$ cat src/include/xcc_regs.svh
/*
 * Register indices, field positions, reset values and timing figures
 * for the crystal oscillator and clock output control block.
 * Assumes a 16-bit register map reached over a 32-bit bus, one register
 * per aligned word (byte address = 4 x index).
 */
`ifndef XCC_REGS_SVH
`define XCC_REGS_SVH

// register indices
`define XCC_IDX_SYS_STATE     16'h400D
`define XCC_IDX_IRQ_FLAGS     16'h4014
`define XCC_IDX_IRQ_MASKS     16'h401C
`define XCC_IDX_CLOCK_OUTPUT_PIN_CTRL   16'h4090
`define XCC_IDX_OSC_CTRL      16'h4091

// field positions
`define XCC_B_VERIFIED        7
`define XCC_B_START_FAIL      7
`define XCC_B_TAMPER          6
`define XCC_B_OUT_EN          15
`define XCC_B_OUT_OD          13
`define XCC_F_ON_SLOT_HI      10
`define XCC_F_ON_SLOT_LO      8
`define XCC_F_SLP_SLOT_HI     6
`define XCC_F_SLP_SLOT_LO     4
`define XCC_B_INHIBIT         15
`define XCC_B_OSC_EN          13
`define XCC_B_BACKUP_EN       12

// reset values
`define XCC_RST_OUT_EN        1'b0
`define XCC_RST_OUT_OD        1'b0
`define XCC_RST_SLOT          3'h0
`define XCC_RST_INHIBIT       1'b0
`define XCC_RST_OSC_EN        1'b0
`define XCC_RST_BACKUP_EN     1'b1
`define XCC_RST_MASK          1'b1

// slot codes
`define XCC_SLOT_MIN          3'h1
`define XCC_SLOT_MAX          3'h5
`define XCC_SLP_SLOT_BASE     3'h6

// timing
`define XCC_CLK_HZ            10_000_000
`define XCC_START_FAIL_S      24
`define XCC_RESET_TO_S        32

`endif

$ cat src/include/xcc_pkg.sv
/*
 * Types shared by the crystal/clock output control design.
 * Assumes the power state sequencer drives the power state codes below.
 */
package xcc_pkg;
  typedef enum logic [1:0] {
    XCC_PS_OFF    = 2'b00,
    XCC_PS_ON     = 2'b01,
    XCC_PS_SLEEP  = 2'b10,
    XCC_PS_BACKUP = 2'b11
  } xcc_pwr_t;

  typedef enum logic [2:0] {
    XCC_XS_IDLE  = 3'b000,
    XCC_XS_START = 3'b001,
    XCC_XS_RUN   = 3'b010,
    XCC_XS_FAIL  = 3'b011,
    XCC_XS_STOP  = 3'b100
  } xcc_xstate_t;
endpackage

$ cat src/rtl/xcc_clk_switch.sv
/*
 * Glitch-free clock output source switch and pin driver.
 * Assumes both source levels are sampled synchronously to clk_i.
 */
`timescale 1ns/1ps
`default_nettype none

module xcc_clk_switch (
  input  wire logic clk_i,
  input  wire logic rst_i,
  input  wire logic sel_xtal_i,
  input  wire logic xtal_lvl_i,
  input  wire logic rc_lvl_i,
  input  wire logic en_i,
  input  wire logic od_i,
  output logic      pin_o,
  output logic      oe_o
);
  logic src_q;
  logic lvl;

  assign lvl = src_q ? xtal_lvl_i : rc_lvl_i;

  // change source only while both clocks are low
  always_ff @(posedge clk_i) begin
    if (rst_i) begin
      src_q <= 1'b0;
    end else if (src_q != sel_xtal_i && !xtal_lvl_i && !rc_lvl_i) begin
      src_q <= sel_xtal_i;
    end
  end

  // open drain pulls low only, else drive both ways
  always_ff @(posedge clk_i) begin
    if (rst_i) begin
      pin_o <= 1'b0;
      oe_o  <= 1'b0;
    end else begin
      pin_o <= en_i & lvl & ~od_i;
      oe_o  <= od_i ? (en_i & ~lvl) : en_i;
    end
  end
endmodule

`default_nettype wire

$ cat src/rtl/xcc_top.sv
/*
 * Crystal oscillator supervision, clock output control, crystal event
 * flags and primary interrupt, with a classic Wishbone register slave.
 * Assumes the power state, timeslot strobes, user key state, crystal
 * running indication and both clock levels arrive synchronous to clk_i.
 */
// The Wishbone slave port was left to the implementer.
`timescale 1ns/1ps
`default_nettype none
`include "xcc_regs.svh"

module xcc_top #(
  parameter int START_FAIL_CYC = `XCC_START_FAIL_S * `XCC_CLK_HZ,
  parameter int RESET_TO_CYC   = `XCC_RESET_TO_S * `XCC_CLK_HZ
) (
  input  wire logic             clk_i,
  input  wire logic             rst_i,
  input  wire logic             wb_cyc_i,
  input  wire logic             wb_stb_i,
  input  wire logic             wb_we_i,
  input  wire logic [31:0]      wb_adr_i,
  input  wire logic [3:0]       wb_sel_i,
  input  wire logic [31:0]      wb_dat_i,
  output logic      [31:0]      wb_dat_o,
  output logic                  wb_ack_o,
  input  wire xcc_pkg::xcc_pwr_t pwr_state_i,
  input  wire logic             seq_up_i,
  input  wire logic             seq_sleep_i,
  input  wire logic [2:0]       timeslot_i,
  input  wire logic             user_key_unlocked_i,
  input  wire logic             cfg_load_i,
  input  wire logic             cfg_osc_enable_i,
  input  wire logic             xtal_running_i,
  input  wire logic             xtal_clk_i,
  input  wire logic             rc_clk_i,
  output logic                  osc_run_o,
  output logic                  rtc_clk_en_o,
  output logic                  on_hold_o,
  output logic                  sys_reset_req_o,
  output logic                  rtc_osc_primary_irq_o,
  output logic                  clock_output_pin_o,
  output logic                  clock_output_oe_o
);
  import xcc_pkg::*;

  localparam int CW = $clog2(RESET_TO_CYC + 1);

  // counter is sized for the reset timeout and saturates there
  if (START_FAIL_CYC < 1 || RESET_TO_CYC < START_FAIL_CYC) begin : g_bad_timeouts
    $error("timeouts need one cycle at least and reset no sooner than failure");
  end

  ////////////////////////////////////////////////////////////////////////
  // helpers

  function automatic logic [15:0] merge(input logic [15:0] old,
                                        input logic [31:0] dat,
                                        input logic [3:0]  sel);
    merge = old;
    if (sel[0]) begin
      merge[7:0] = dat[7:0];
    end
    if (sel[1]) begin
      merge[15:8] = dat[15:8];
    end
  endfunction

  function automatic logic slot_valid(input logic [2:0] code);
    slot_valid = code >= `XCC_SLOT_MIN && code <= `XCC_SLOT_MAX;
  endfunction

  ////////////////////////////////////////////////////////////////////////
  // register state

  logic              out_en_q;
  logic              out_od_q;
  logic [2:0]        on_slot_q;
  logic [2:0]        slp_slot_q;
  logic              inhibit_q;
  logic              osc_en_q;
  logic              backup_en_q;
  logic              start_flag_q;
  logic              tamper_flag_q;
  logic              start_mask_q;
  xcc_xstate_t       xst_q;
  logic [CW-1:0]     cnt_q;
  logic              reset_done_q;
  logic              out_live_q;

  logic              acc;
  logic              wr;
  logic [15:0]       idx;
  logic [15:0]       wd_clk;
  logic [15:0]       wd_osc;
  logic [15:0]       wd_msk;
  logic              verified;
  logic              fail_ev;
  logic              tamper_ev;
  logic              seq_on_hit;
  logic              seq_off_hit;

  assign acc = wb_cyc_i & wb_stb_i & ~wb_ack_o;
  assign wr  = acc & wb_we_i;
  assign idx = wb_adr_i[17:2];
  assign wd_clk = merge({out_en_q, 1'b0, out_od_q, 2'b00, on_slot_q,
                         1'b0, slp_slot_q, 4'h0}, wb_dat_i, wb_sel_i);
  assign wd_osc = merge({inhibit_q, 1'b0, osc_en_q, backup_en_q, 12'h000},
                        wb_dat_i, wb_sel_i);
  assign wd_msk = merge({8'h00, start_mask_q, 7'h00}, wb_dat_i, wb_sel_i);
  assign verified = xst_q == XCC_XS_RUN;

  ////////////////////////////////////////////////////////////////////////
  // wishbone slave: one wait state, unmapped reads zero

  always_ff @(posedge clk_i) begin
    if (rst_i) begin
      wb_ack_o <= 1'b0;
    end else begin
      wb_ack_o <= acc;
    end
  end

  always_ff @(posedge clk_i) begin
    if (rst_i) begin
      wb_dat_o <= 32'h0000_0000;
    end else if (acc && !wb_we_i) begin
      unique case (idx)
        `XCC_IDX_SYS_STATE:
          wb_dat_o <= {24'h00_0000, verified, 7'h00};
        `XCC_IDX_IRQ_FLAGS:
          wb_dat_o <= {24'h00_0000, start_flag_q, tamper_flag_q, 6'h00};
        `XCC_IDX_IRQ_MASKS:
          wb_dat_o <= {24'h00_0000, start_mask_q, 7'h00};
        `XCC_IDX_CLOCK_OUTPUT_PIN_CTRL:
          wb_dat_o <= {16'h0000, out_en_q, 1'b0, out_od_q, 2'b00,
                       on_slot_q, 1'b0, slp_slot_q, 4'h0};
        `XCC_IDX_OSC_CTRL:
          wb_dat_o <= {16'h0000, inhibit_q, 1'b0, osc_en_q, backup_en_q,
                       12'h000};
        default:
          wb_dat_o <= 32'h0000_0000;
      endcase
    end
  end

  ////////////////////////////////////////////////////////////////////////
  // clock output control register

  assign seq_on_hit  = seq_up_i && slot_valid(on_slot_q) &&
                       timeslot_i == on_slot_q;
  assign seq_off_hit = seq_sleep_i && slot_valid(slp_slot_q) &&
                       timeslot_i == 3'(`XCC_SLP_SLOT_BASE - slp_slot_q);

  always_ff @(posedge clk_i) begin
    if (rst_i) begin
      out_en_q <= `XCC_RST_OUT_EN;
    end else if (seq_on_hit) begin
      out_en_q <= 1'b1;
    end else if (seq_off_hit) begin
      out_en_q <= 1'b0;
    end else if (wr && idx == `XCC_IDX_CLOCK_OUTPUT_PIN_CTRL && user_key_unlocked_i) begin
      out_en_q <= wd_clk[`XCC_B_OUT_EN];
    end
  end

  always_ff @(posedge clk_i) begin
    if (rst_i) begin
      out_od_q   <= `XCC_RST_OUT_OD;
      on_slot_q  <= `XCC_RST_SLOT;
      slp_slot_q <= `XCC_RST_SLOT;
    end else if (wr && idx == `XCC_IDX_CLOCK_OUTPUT_PIN_CTRL) begin
      out_od_q   <= wd_clk[`XCC_B_OUT_OD];
      on_slot_q  <= wd_clk[`XCC_F_ON_SLOT_HI:`XCC_F_ON_SLOT_LO];
      slp_slot_q <= wd_clk[`XCC_F_SLP_SLOT_HI:`XCC_F_SLP_SLOT_LO];
    end
  end

  ////////////////////////////////////////////////////////////////////////
  // oscillator control register

  always_ff @(posedge clk_i) begin
    if (rst_i) begin
      inhibit_q   <= `XCC_RST_INHIBIT;
      backup_en_q <= `XCC_RST_BACKUP_EN;
    end else if (wr && idx == `XCC_IDX_OSC_CTRL) begin
      inhibit_q   <= wd_osc[`XCC_B_INHIBIT];
      backup_en_q <= wd_osc[`XCC_B_BACKUP_EN];
    end
  end

  always_ff @(posedge clk_i) begin
    if (rst_i) begin
      osc_en_q <= `XCC_RST_OSC_EN;
    end else if (cfg_load_i) begin
      osc_en_q <= cfg_osc_enable_i;
    end
  end

  always_ff @(posedge clk_i) begin
    if (rst_i) begin
      start_mask_q <= `XCC_RST_MASK;
    end else if (wr && idx == `XCC_IDX_IRQ_MASKS) begin
      start_mask_q <= wd_msk[`XCC_B_START_FAIL];
    end
  end

  ////////////////////////////////////////////////////////////////////////
  // oscillator run and rtc clocking per power state

  always_ff @(posedge clk_i) begin
    if (rst_i) begin
      osc_run_o    <= 1'b0;
      rtc_clk_en_o <= 1'b0;
    end else if (pwr_state_i == XCC_PS_BACKUP) begin
      osc_run_o    <= osc_en_q & backup_en_q;
      rtc_clk_en_o <= osc_en_q & backup_en_q;
    end else begin
      osc_run_o    <= osc_en_q;
      rtc_clk_en_o <= osc_en_q;
    end
  end

  ////////////////////////////////////////////////////////////////////////
  // crystal supervision

  assign fail_ev   = xst_q == XCC_XS_START && osc_run_o &&
                     !xtal_running_i && cnt_q >= CW'(START_FAIL_CYC);
  assign tamper_ev = osc_run_o &&
                     ((xst_q == XCC_XS_RUN && !xtal_running_i) ||
                      (xst_q == XCC_XS_STOP && xtal_running_i));

  always_ff @(posedge clk_i) begin
    if (rst_i) begin
      xst_q <= XCC_XS_IDLE;
    end else if (!osc_run_o) begin
      xst_q <= XCC_XS_IDLE;
    end else begin
      unique case (xst_q)
        XCC_XS_IDLE:  xst_q <= XCC_XS_START;
        XCC_XS_START: begin
          if (xtal_running_i) begin
            xst_q <= XCC_XS_RUN;
          end else if (fail_ev) begin
            xst_q <= XCC_XS_FAIL;
          end
        end
        XCC_XS_FAIL: begin
          if (xtal_running_i) begin
            xst_q <= XCC_XS_RUN;
          end
        end
        XCC_XS_RUN: begin
          if (!xtal_running_i) begin
            xst_q <= XCC_XS_STOP;
          end
        end
        XCC_XS_STOP: begin
          if (xtal_running_i) begin
            xst_q <= XCC_XS_RUN;
          end
        end
        default: xst_q <= XCC_XS_IDLE;
      endcase
    end
  end

  always_ff @(posedge clk_i) begin
    if (rst_i) begin
      cnt_q <= '0;
    end else if (xst_q != XCC_XS_START && xst_q != XCC_XS_FAIL) begin
      cnt_q <= '0;
    end else if (cnt_q != CW'(RESET_TO_CYC)) begin
      cnt_q <= cnt_q + CW'(1);
    end
  end

  always_ff @(posedge clk_i) begin
    if (rst_i) begin
      sys_reset_req_o <= 1'b0;
      reset_done_q    <= 1'b0;
    end else begin
      sys_reset_req_o <= 1'b0;
      if (xst_q != XCC_XS_START && xst_q != XCC_XS_FAIL) begin
        reset_done_q <= 1'b0;
      end else if (inhibit_q && !reset_done_q &&
                   cnt_q == CW'(RESET_TO_CYC)) begin
        sys_reset_req_o <= 1'b1;
        reset_done_q    <= 1'b1;
      end
    end
  end

  always_ff @(posedge clk_i) begin
    if (rst_i) begin
      on_hold_o <= 1'b0;
    end else begin
      on_hold_o <= inhibit_q & ~verified;
    end
  end

  ////////////////////////////////////////////////////////////////////////
  // event flags, set wins over clear

  always_ff @(posedge clk_i) begin
    if (rst_i) begin
      start_flag_q  <= 1'b0;
      tamper_flag_q <= 1'b0;
    end else begin
      if (fail_ev) begin
        start_flag_q <= 1'b1;
      end else if (wr && idx == `XCC_IDX_IRQ_FLAGS && wb_sel_i[0] &&
                   wb_dat_i[`XCC_B_START_FAIL]) begin
        start_flag_q <= 1'b0;
      end
      if (tamper_ev) begin
        tamper_flag_q <= 1'b1;
      end else if (wr && idx == `XCC_IDX_IRQ_FLAGS && wb_sel_i[0] &&
                   wb_dat_i[`XCC_B_TAMPER]) begin
        tamper_flag_q <= 1'b0;
      end
    end
  end

  always_ff @(posedge clk_i) begin
    if (rst_i) begin
      rtc_osc_primary_irq_o <= 1'b0;
    end else begin
      rtc_osc_primary_irq_o <= (start_flag_q & ~start_mask_q) |
                               tamper_flag_q;
    end
  end

  ////////////////////////////////////////////////////////////////////////
  // clock output pin

  always_ff @(posedge clk_i) begin
    if (rst_i) begin
      out_live_q <= 1'b0;
    end else begin
      out_live_q <= out_en_q && pwr_state_i != XCC_PS_OFF &&
                    !(inhibit_q && !verified);
    end
  end

  xcc_clk_switch u_switch (
    .clk_i      (clk_i),
    .rst_i      (rst_i),
    .sel_xtal_i (verified),
    .xtal_lvl_i (xtal_clk_i),
    .rc_lvl_i   (rc_clk_i),
    .en_i       (out_live_q),
    .od_i       (out_od_q),
    .pin_o      (clock_output_pin_o),
    .oe_o       (clock_output_oe_o)
  );
endmodule

`default_nettype wire

$ cat config.mk
export PLATFORM = sky130hd
export DESIGN_NAME = xcc_top
export DESIGN_NICKNAME = d
export VERILOG_FILES = /design/src/include/xcc_pkg.sv /design/src/rtl/xcc_clk_switch.sv /design/src/rtl/xcc_top.sv
export VERILOG_INCLUDE_DIRS = /design/src /design/src/include
export SDC_FILE = /design/constraint.sdc
export NUM_CORES = 1
export LEC_CHECK = 0
export BUFFER_PORTS_ARGS = -buffer_cell sky130_fd_sc_hd__buf_4
export CORE_MARGIN = 3
export CORE_UTILIZATION = 50
export CTS_CLUSTER_DIAMETER = 60
export DETAILED_ROUTE_END_ITERATION = 8
export GPL_TIMING_DRIVEN = 0
export PLACE_DENSITY = 0.88
export SYNTH_ARGS = -nofsm -noshare
export SYNTH_HDL_FRONTEND = slang
export SYNTH_SLANG_ARGS = --single-unit
export TNS_END_PERCENT = 20
$ cat constraint.sdc
create_clock -name clk_i -period 3 [get_ports clk_i]
set_input_delay 0.15 -clock clk_i [delete_from_list [all_inputs] [get_ports clk_i]]
set_output_delay 0.15 -clock clk_i [all_outputs]
set_load 0.02 [all_outputs]
==> key figures, run 1 <==
Outcome
  • Status: completed

Synthesis
  • Fraction of registers with async set/reset: 0
  • Ys Warns: 0
  • Largest cells by area after synthesis: dfxtp_1, nor2_1, buf_4
  • EDFF count, synth: 0
  • Dominant synthesized flop cell: dfxtp_1
  • Number of distinct library cells after synthesis: 56
  • Synth top area share: 0.395
  • Post-Syn Instances: 395
  • Sequential fraction of the synthesis area: 0.395
  • Most common cell in the synthesized netlist: dfxtp_1
  • Syn avg cell area: 8.47 um^2
  • Dominant cell type by area after synthesis: dfxtp_1
  • Number of synthesized register bits: 66
  • Netlist Area Pre-Place: 0.00335 mm^2
  • Commonest cells in the netlist: dfxtp_1, nor2_1, nand2_1, buf_4, nand3_1

Global route
  • Total Routing Usage GR: 0.214
  • Global route overflow: 0
  • Vias in the first global route: 3,010
  • Largest net degree at the start of global routing: 11
  • Global-route wire length before repair: 13,100 um
  • Initial antenna violation count: 0

Layout
  • Fraction of layout cells with a size suffix above 1: 0.231
  • Core Util, Final: 0.652
  • Reg area: 0.00132 mm^2
  • Final Cell Area: 0.00419 mm^2
  • Multi-input gate area: 0.00184 mm^2
  • Non-Filler Instances: 571
  • Nets: 579
  • Area grow syn2layout: 25.0%
  • Fill count: 516
  • Antenna Cells: 0

Routing
  • Drt initial violations: 146
  • Drt first pass iters: 4
  • Routed WL: 8130 um
  • Vias: 3,124
  • Via-per-instance ratio: 5.47
  • Routed len/inst: 14.2 um
  • Post-DRT Antenna Nets: 0
  • Detailed-route DRC error count: 0

Setup path
  • Worst setup path class: reg2reg
  • Critical Path Fanout Max: 4
  • Worst R2R Start: cnt_q[0]
  • R2r endpoint: start_flag_q
  • Crit. End Element: register
  • CP arrival: 2.20 ns
  • Critical Path RT: 3.27 ns
  • Startpoint type of the worst setup path: register
  • Reg2reg path depth: 7
  • R2r setup slk: 1.07 ns

Clock tree
  • H-Tree Level Count: 3
  • Num CTS Buffers: 9
  • Clk root buf: clkbuf_8
  • Clk buf depth: 2
  • Clock sink count: 66
  • Clock transition at path regs: 0.07 ns
  • Clk_lat worst skew: 0.34 ns
  • CTS tree: built
  • Setup bufs post-CTS: 0
  • # hold bufs at CTS: 0
  • # resized after CTS: 0

STA
  • Slew Limit Headroom: 0.542
  • Tmin final: 1.93 ns
  • Fin. Hold Viols: 0
  • Tcrit/Tclk final: 0.644
  • RSZ-0062 raised after global routing: no
  • Skew final: 0.0106 ns
  • Setup TNS: 0 ns
  • F_max: 517 MHz
  • Least-Margin Pin Slew: 0.681 ns
  • Setup-failing EPs final: 0
  • Max-slew violations: 0

Pwr
  • Sw power: 405 uW
  • Peak supply drop: 0.000255 V
  • Sw Share: 0.226
  • Leak: 0.00157 uW
  • Internal Power: 1380 uW
  • Power per Cell Area: 428 mW/mm^2
  • Tot Pwr: 1790 uW
  • Seq pwr share: 0.494
  • Logic pwr share: 0.087
  • Clock share of power: 0.419

Place
  • # placed instances: 555
  • Area of placed instances: 0.00399 mm^2
  • HPWL Detailed: 6160 um
  • # port buffers: 62
  • RD Place Congestion: 0.887

Hold path
  • Type of the worst min-delay path: in2reg
  • Worst Min Path Start: rst_i
  • Worst Hold Depth: 2
  • Worst Hold End: wb_dat_o[4]

Die
  • Height of the die: 87.8 um
  • Die Area: 0.00771 mm^2
  • Row Count: 29
  • Initial core utilization: 0.521
  • Num ports: 126
  • Chip width: 87.8 um
  • Core box area: 0.00642 mm^2

Flow run
  • Max-Cap Viols: 0
## sequential cells by signal (all words and copies together) (netlist names), 3 cells and up
signal / flops
on_slot_q: 3
xst_q: 3
cnt_q: 29
wb_dat_o: 10
slp_slot_q: 3
## how the worst max path moves through the flow
stage                     startpoint      endpoint  cells after the start
after floorplan             cnt_q[0]  start_flag_q                      7
after global placement      cnt_q[0]  start_flag_q                      7
after detailed placement    cnt_q[0]  start_flag_q                      7
after CTS                   cnt_q[0]  start_flag_q                      7
after global routing        cnt_q[0]  start_flag_q                      7
final                       cnt_q[0]  start_flag_q                      7
## area by class of cell
cell class                      instances  share of cell area
Clock buffer                           14              0.0389
Buffer                                 33              0.0505
Sequential cell                        66               0.316
Tap cell                               77              0.0230
Inverter                               13              0.0117
Clock inverter                          2             0.00837
Timing Repair Buffer                   62               0.111
Multi-Input combinational cell        304               0.441
## routing by layer
| layer | GRT usage | vias to the layer above | wire length, um |
|---|---|---|---|
| li1 | - | 1536 | - |
| met1 | 0.246 | 1462 | 3330 |
| met2 | 0.374 | 110 | 4030 |
| met3 | 0.0593 | 16 | 628 |
| met4 | 0.0851 | 0 | 135 |
| met5 | 0 | - | 0 |
## metrics by stage
stage	setup slack (ns)	hold slack (ns)
2_1_floorplan	1.30	0.219
3_3_place_gp	1.15	0.372
3_5_place_dp	1.10	0.374
4_1_cts	1.04	0.0117
5_1_grt	0.946	0.00640
6_report	1.07	0.0235
## power by group through the flow
stage | clock network [uW] | registers (uW) | logic [uW]
finish | 750 | 884 | 155
global route | 797 | 884 | 167
CTS | 760 | 884 | 154
detailed placement | 0 | 904 | 153
global placement | 0 | 904 | 151
floorplan | 0 | 906 | 78.7
## worst max-delay path, cell delays in order (launching register included)
cell and delay (ns):
dfxtp_1 0.34, inv_1 0.11, ha_1 0.17, nor4b_1 0.22, nand3_1 0.19, or4_1 0.53, o211a_1 0.16, o21ai_1 0.15
## cells in the final DEF (no fill, tap or decap), types with 2 or more instances in the layout
cell type and n:
buf_4 85, and2_1 2, nor4_1 11, nand2b_1 6, nor3b_1 2, nor4b_1 3, nand4_1 12, clkbuf_1 12
nor2_1 50, o211ai_1 2, a21oi_1 20, xnor2_1 17, nor2b_1 2, or3_1 7, or4_1 2, clkbuf_8 11
dfxtp_1 66, o22ai_1 2, conb_1 22, nand3b_1 3, ha_1 4, or2_2 3, and4_1 2, a221oi_1 3
xor2_1 12, inv_1 13, nand2_1 27, mux2i_1 13, a31oi_1 2, o21ai_0 12, o211a_1 2, nor3_1 16
nor3_2 2, nand3_1 21
## kinds of logic (layout without fill, tap and decap cells)
kind of cell             count (synthesis)  after routing  share of synthesized area
multiplexers                            14             14                     0.0422
buffers and inverters                   46            124                     0.0778
AO/OA/AOI/OAI                           51             51                     0.0935
XOR/XNOR                                29             29                     0.0759
adder cells (fa/ha/maj)                  4              4                     0.0150
flip-flops                              66             66                      0.395
AND/OR/NAND/NOR                        184            184                      0.300
other                                    1             22                    0.00112
No activity file was read; power rests on OpenSTA's default activity.
==> run 2, diff against run 1 <==
--- a/config.mk
+++ b/config.mk
@@ -8,11 +8,11 @@
 export LEC_CHECK = 0
 export BUFFER_PORTS_ARGS = -buffer_cell sky130_fd_sc_hd__buf_4
 export CORE_MARGIN = 3
-export CORE_UTILIZATION = 50
+export CORE_UTILIZATION = 49
 export CTS_CLUSTER_DIAMETER = 60
 export DETAILED_ROUTE_END_ITERATION = 8
 export GPL_TIMING_DRIVEN = 0
-export PLACE_DENSITY = 0.88
+export PLACE_DENSITY = 0.87
 export SYNTH_ARGS = -nofsm -noshare
 export SYNTH_HDL_FRONTEND = slang
 export SYNTH_SLANG_ARGS = --single-unit
==> constraint.sdc (replaced) <==
create_clock -name clk_i -period 1.8 [get_ports clk_i]
set_input_delay 0.09 -clock clk_i [delete_from_list [all_inputs] [get_ports clk_i]]
set_output_delay 0.09 -clock clk_i [all_outputs]
set_load 0.02 [all_outputs]
==> key figures, run 2 (synthesis results as in run 1) <==
Routing
  • Routed WL: 9160 um (was 8130 um)
  • Detailed-route DRC error count: 0 (unchanged)
  • Vias: 3,295 (was 3,124)
  • Via-per-instance ratio: 5.64 (was 5.47)
  • Post-DRT Antenna Nets: 0 (unchanged)
  • Drt first pass iters: 5 (was 4)
  • Drt initial violations: 216 (was 146)
  • Routed len/inst: 15.7 um (was 14.2 um)

Clock tree
  • H-Tree Level Count: 3 (unchanged)
  • Clk buf depth: 2 (unchanged)
  • Clock transition at path regs: 0.08 ns (was 0.07 ns)
  • Clock sink count: 66 (unchanged)
  • Clk root buf: clkbuf_8 (unchanged)
  • Num CTS Buffers: 9 (unchanged)
  • CTS tree: built (unchanged)
  • Clk_lat worst skew: 0.34 ns (about the same)

Setup path
  • Reg2reg path depth: 9 (was 7)
  • Crit. End Element: register (unchanged)
  • Worst setup path class: reg2reg (unchanged)
  • R2r setup slk: 0.02 ns (was 1.07 ns)
  • Startpoint type of the worst setup path: register (unchanged)
  • Critical Path RT: 2.06 ns (was 3.27 ns)
  • R2r endpoint: cnt_q[2] (was start_flag_q)
  • Critical Path Fanout Max: 5 (was 4)
  • CP arrival: 2.04 ns (was 2.20 ns)
  • Worst R2R Start: cnt_q[0] (unchanged)

Hold path
  • Worst Min Path Start: wb_dat_i[5] (was rst_i)
  • Worst Hold Depth: 3 (was 2)
  • Worst Hold End: slp_slot_q[1] (was wb_dat_o[4])
  • Type of the worst min-delay path: in2reg (unchanged)

Place
  • # port buffers: 62 (unchanged)
  • RD Place Congestion: 0.847 (was 0.887)
  • HPWL Detailed: 6320 um (was 6160 um)

Layout
  • Commonest non-fill, non-tap cell in the layout: buf_4 (unchanged)
  • Area grow syn2layout: 31.9% (was 25.0%)
  • Biggest regs: cnt_q (29), wb_dat_o (10) (unchanged)
  • Multi-input gate area: 0.00193 mm^2 (was 0.00184 mm^2)
  • Reg area: 0.00135 mm^2 (was 0.00132 mm^2)
  • Fraction of layout cells with a size suffix above 1: 0.294 (was 0.231)
  • Antenna Cells: 0 (unchanged)
  • Top reg by flops: cnt_q (unchanged)
  • Fill count: 480 (was 516)
  • Max reg flops: 29 (unchanged)
  • Most frequent cells in the layout: buf_4, dfxtp_1, nor2_1 (unchanged)
  • Nets: 592 (was 579)

Global route
  • Global-route wire length before repair: 13,700 um (was 13,100 um)
  • Total Routing Usage GR: 0.221 (was 0.214)
  • Vias in the first global route: 3,019 (was 3,010)
  • Largest net degree at the start of global routing: 13 (was 11)
  • Initial antenna violation count: 0 (unchanged)
  • Global route overflow: 0 (unchanged)

Die
  • Row Count: 29 (unchanged)
  • Initial core utilization: 0.515 (was 0.521)
  • Die Area: 0.00786 mm^2 (was 0.00771 mm^2)
  • Core box area: 0.00649 mm^2 (was 0.00642 mm^2)
  • Height of the die: 88.6 um (was 87.8 um)
  • Num ports: 126 (unchanged)
  • Chip width: 88.6 um (was 87.8 um)

STA
  • Min Hold Slack: 0.00232 ns (was 0.0235 ns)
  • F_max: 563 MHz (was 517 MHz)
  • Least-Margin Pin Slew: 0.670 ns (was 0.681 ns)
  • RSZ-0062 raised after global routing: yes (was no)
  • Fin. Hold Viols: 0 (unchanged)
  • Setup-failing EPs final: 0 (unchanged)
  • Max-slew violations: 0 (unchanged)
  • Tcrit/Tclk final: 0.987 (was 0.644)
  • Skew final: 0.0138 ns (was 0.0106 ns)
  • Slew Limit Headroom: 0.550 (was 0.542)
  • Tmin final: 1.78 ns (was 1.93 ns)
  • Setup TNS: 0 ns (unchanged)

Pwr
  • Power per Cell Area: 675 mW/mm^2 (was 428 mW/mm^2)
  • Sw Share: 0.248 (was 0.226)
  • Peak supply drop: 0.000408 V (was 0.000255 V)
  • Clock share of power: 0.413 (was 0.419)
  • Internal Power: 2240 uW (was 1380 uW)
  • Leak: 0.00166 uW (was 0.00157 uW)
  • Seq pwr share: 0.493 (was 0.494)
  • Sw power: 739 uW (was 405 uW)
  • Logic pwr share: 0.094 (was 0.087)

Outcome
  • Status: completed (unchanged)

Flow run
  • Max-Cap Viols: 0 (unchanged)
==> run 2: changes by cell type in the layout (fill, tap and decap cells not counted), sizes merged <==
cell and delta:
clkinv +2, clkinvlp +2, clkbuf -4, dlygate4sd3 +8, buf +5
==> run 2: worst max-delay path by stage <==
| stage | from | to | slack (ns) | cells past startpoint |
|---|---|---|---|---|
| 4_1_cts | cnt_q[17] | cnt_q[25] | -0.001 | 5 |
| 6_report | cnt_q[0] | cnt_q[2] | 0.02 | 9 |
| 2_1_floorplan | cnt_q[0] | start_flag_q | 0.10 | 7 |
| 3_5_place_dp | cnt_q[0] | cnt_q[1] | -0.09 | 7 |
| 5_1_grt | cnt_q[0] | cnt_q[1] | -0.07 | 9 |
| 3_3_place_gp | cnt_q[0] | cnt_q[1] | -0.10 | 7 |
==> run 2: metrics by stage <==
stage          total power [uW]  cells  setup slack, ns  area, um^2  utilization
2_1_floorplan              1640    416            0.100        3430            -
3_3_place_gp               1760    555           -0.103        3990        0.614
3_5_place_dp               1760    555          -0.0924        3990        0.614
4_1_cts                    2980    580         -0.00122        4290        0.660
5_1_grt                    3080    584          -0.0695        4420        0.680
6_report                   2980    584           0.0226        4420        0.680
==> run 2: cell type report <==
type / count / area share
buffer: 33 / 0.0479
clock buffer: 10 / 0.0289
clock inverter: 6 / 0.0153
inverter: 13 / 0.0111
multi-input combinational: 304 / 0.438
sequential: 66 / 0.305
tap: 77 / 0.0218
timing repair buffer: 75 / 0.133
==> run 2: what timing repair did <==
item / 4_1_cts / 5_1_grt
setup buffers: 1 / 4
endpoints found under the setup margin: 7 / 20
endpoints found under the hold margin: 7 / 0
resized for setup: 4 / 30
pin swaps: 2 / 7
hold buffers: 8 / 0
==> run 2: routing by layer <==
| metal | global-route usage | vias to the layer above | routed length, um |
|---|---|---|---|
| met5 | 0 | - | 0 |
| met4 | 0.0797 | 0 | 167 |
| met3 | 0.0419 | 19 | 797 |
| met2 | 0.388 | 168 | 4570 |
| met1 | 0.269 | 1538 | 3620 |
| li1 | - | 1570 | - |
==> run 2: worst max-delay path: stages (launching register included) <==
cell and delay (ns):
dfxtp_2 0.36, inv_2 0.06, ha_4 0.14, nor4b_4 0.12
nand3_2 0.11, buf_6 0.11, nor4_4 0.04, buf_4 0.16
or3b_2 0.45, a21oi_2 0.14
==> run 2: power by group through the flow <==
| stage | clock network [uW] | registers (uW) | logic [uW] |
|---|---|---|---|
| 2_1_floorplan | 0 | 1510 | 131 |
| 3_3_place_gp | 0 | 1510 | 253 |
| 5_1_grt | 1310 | 1470 | 299 |
| 3_5_place_dp | 0 | 1510 | 257 |
| 4_1_cts | 1230 | 1470 | 274 |
| 6_report | 1230 | 1470 | 281 |
==> run 3, diff against run 2 <==
--- a/config.mk
+++ b/config.mk
@@ -8,11 +8,11 @@
 export LEC_CHECK = 0
 export BUFFER_PORTS_ARGS = -buffer_cell sky130_fd_sc_hd__buf_4
 export CORE_MARGIN = 3
-export CORE_UTILIZATION = 49
+export CORE_UTILIZATION = 41
 export CTS_CLUSTER_DIAMETER = 60
 export DETAILED_ROUTE_END_ITERATION = 8
 export GPL_TIMING_DRIVEN = 0
-export PLACE_DENSITY = 0.87
+export PLACE_DENSITY = 0.76
 export SYNTH_ARGS = -nofsm -noshare
 export SYNTH_HDL_FRONTEND = slang
 export SYNTH_SLANG_ARGS = --single-unit
==> key figures, run 3 (synthesis results as in run 1) <==
Routing
  • Routed len/inst: 13.8 um (was 15.7 um)
  • Routed WL: 8390 um (was 9160 um)
  • Vias: 3,203 (was 3,295)
  • Drt initial violations: 167 (was 216)
  • Via-per-instance ratio: 5.25 (was 5.64)
  • Drt first pass iters: 4 (was 5)
  • Post-DRT Antenna Nets: 0 (unchanged)
  • Detailed-route DRC error count: 0 (unchanged)

Clock tree
  • CTS tree: built (unchanged)
  • Clock sink count: 66 (unchanged)
  • Clk_lat worst skew: 0.33 ns (was 0.34 ns)
  • Clk buf depth: 2 (unchanged)
  • Num CTS Buffers: 9 (unchanged)
  • Clock transition at path regs: 0.07 ns (was 0.08 ns)
  • Clk root buf: clkbuf_8 (unchanged)
  • H-Tree Level Count: 3 (unchanged)

Global route
  • Vias in the first global route: 2,801 (was 3,019)
  • Global-route wire length before repair: 12,500 um (was 13,700 um)
  • Initial antenna violation count: 0 (unchanged)
  • Total Routing Usage GR: 0.173 (was 0.221)
  • Global route overflow: 0 (unchanged)
  • Largest net degree at the start of global routing: 11 (was 13)

Hold path
  • Worst Min Path Start: wb_dat_i[5] (unchanged)
  • Type of the worst min-delay path: in2reg (unchanged)

Pwr
  • Leak: 0.00167 uW (was 0.00166 uW)
  • Power per Cell Area: 682 mW/mm^2 (was 675 mW/mm^2)
  • Peak supply drop: 0.000486 V (was 0.000408 V)

Layout
  • Max reg flops: 29 (unchanged)
  • Nets: 594 (was 592)
  • Antenna Cells: 0 (unchanged)
  • Area grow syn2layout: 32.4% (was 31.9%)
  • Biggest regs: cnt_q (29), wb_dat_o (10) (unchanged)
  • Commonest non-fill, non-tap cell in the layout: buf_4 (unchanged)
  • Top reg by flops: cnt_q (unchanged)
  • Fraction of layout cells with a size suffix above 1: 0.283 (was 0.294)
  • Most frequent cells in the layout: buf_4, nor2_1, dfxtp_1 (was buf_4, dfxtp_1, nor2_1)
  • Multi-input gate area: 0.00189 mm^2 (was 0.00193 mm^2)
  • Fill count: 682 (was 480)
  • Reg area: 0.00134 mm^2 (was 0.00135 mm^2)

Outcome
  • Status: completed (unchanged)

Setup path
  • Worst R2R Start: cnt_q[0] (unchanged)
  • R2r setup slk: 0.06 ns (was 0.02 ns)
  • Worst setup path startpoint: cnt_q[0] (unchanged)
  • Startpoint type of the worst setup path: register (unchanged)
  • Critical Path RT: 2.06 ns (about the same)
  • Worst path max stage delay: 0.45 ns (about the same)
  • Critical path cell sequence: inv_2, ha_1, nor4b_4, nand3_2, buf_6, nor4_4, buf_4, or3b_2, a21oi_2 (was inv_2, ha_4, nor4b_4, nand3_2, buf_6, nor4_4, buf_4, or3b_2, a21oi_2)
  • CP delay by family, top: simple AND/OR/NAND/NOR gates (unchanged)
  • Worst path slowest cell: or3b_2 (unchanged)
  • CP arrival: 2.00 ns (was 2.04 ns)
  • Worst path buffer plus inverter count: 3 (unchanged)
  • Critical Path Fanout Max: 5 (unchanged)
  • Worst setup path class: reg2reg (unchanged)
  • Crit. End Element: register (unchanged)

Die
  • Initial core utilization: 0.429 (was 0.515)
  • Num ports: 126 (unchanged)
  • Die Area: 0.00928 mm^2 (was 0.00786 mm^2)
  • Height of the die: 96.4 um (was 88.6 um)
  • Chip width: 96.4 um (was 88.6 um)
  • Core box area: 0.00781 mm^2 (was 0.00649 mm^2)
  • Row Count: 32 (was 29)

Place
  • HPWL Detailed: 6080 um (was 6320 um)
  • # port buffers: 62 (unchanged)
  • RD Place Congestion: 0.868 (was 0.847)
  • Dpl ws: -0.0668 ns (was -0.0924 ns)

STA
  • Min Hold Slack: 0.00889 ns (was 0.00232 ns)
  • Max-slew violations: 0 (unchanged)
  • Fin. Hold Viols: 0 (unchanged)
  • Least-Margin Pin Slew: 0.676 ns (was 0.670 ns)
  • Final worst-path setup slack: 0.0609 ns (was 0.0226 ns)
  • Setup-failing EPs final: 0 (unchanged)
  • RSZ-0062 raised after global routing: yes (unchanged)
  • Slew Limit Headroom: 0.548 (was 0.550)
  • Tmin final: 1.74 ns (was 1.78 ns)
  • Tcrit/Tclk final: 0.966 (was 0.987)
  • F_max: 575 MHz (was 563 MHz)
  • Skew final: 0.00798 ns (was 0.0138 ns)

Flow run
  • Max-Cap Viols: 0 (unchanged)
-- run 3: cell count changes in the layout (fill, tap and decap cells not counted), moves of 2 or more --
cell,delta
clkbuf_8,+3
clkinvlp_4,-2
dfxtp_1,-3
dfxtp_2,+5
clkinv_4,-2
dfxtp_4,-2
dlygate4sd3_1,+2
-- run 3: worst paths after layout --
kind / end / depth (start not counted)
worst max-delay path: cnt_q[2] / 9
worst max register to register: cnt_q[2] / 9
worst min-delay path: slp_slot_q[1] / 3
worst min register to register: sys_reset_req_o / 1
-- run 3: repair_timing --
item,CTS,global route
hold endpoints to repair,9,0
setup buffers,2,3
endpoints found under the setup margin,7,15
pin swaps,2,5
hold buffers,10,0
resized for setup,1,26
-- run 3: cell type report --
class                      instances  share of cell area
tap                              102              0.0288
buffer                            33              0.0477
clock buffer                      13              0.0381
multi-input combinational        304               0.426
clock inverter                     2             0.00791
inverter                          13              0.0110
sequential                        66               0.303
timing repair buffer              77               0.137
-- run 3: layer usage --
layer  vias up  track usage  routed length [um]
met2       108        0.300                4200
li1       1566            -                   -
met3        13       0.0328                 546
met1      1516        0.207                3520
met4         0       0.0748                 129
met5         -            0                   0
-- run 3: tightest hold or removal path, cell delays in order --
cell and delay [ns]:
buf_4 0.08, mux2i_1 0.06, nor2_1 0.07
-- run 3: report_power, final --
group	switching, uW	leakage [uW]	internal, uW	total [uW]
Combinational	139	0.00103	141	280
Clock	527	0.000106	744	1270
Sequential	6.79	0.000541	1470	1470
-- run 3: through the flow --
step | total power (uW) | cell area (um^2) | utilization | cells | setup TNS (ns)
after CTS | 3040 | 4340 | 0.556 | 607 | -0.0270
final | 3020 | 4430 | 0.567 | 610 | 0
after global routing | 3150 | 4430 | 0.567 | 610 | -0.0148
after floorplan | 1640 | 3430 | - | 416 | 0
after global placement | 1760 | 4020 | 0.515 | 580 | -0.142
after detailed placement | 1760 | 4020 | 0.515 | 580 | -0.191
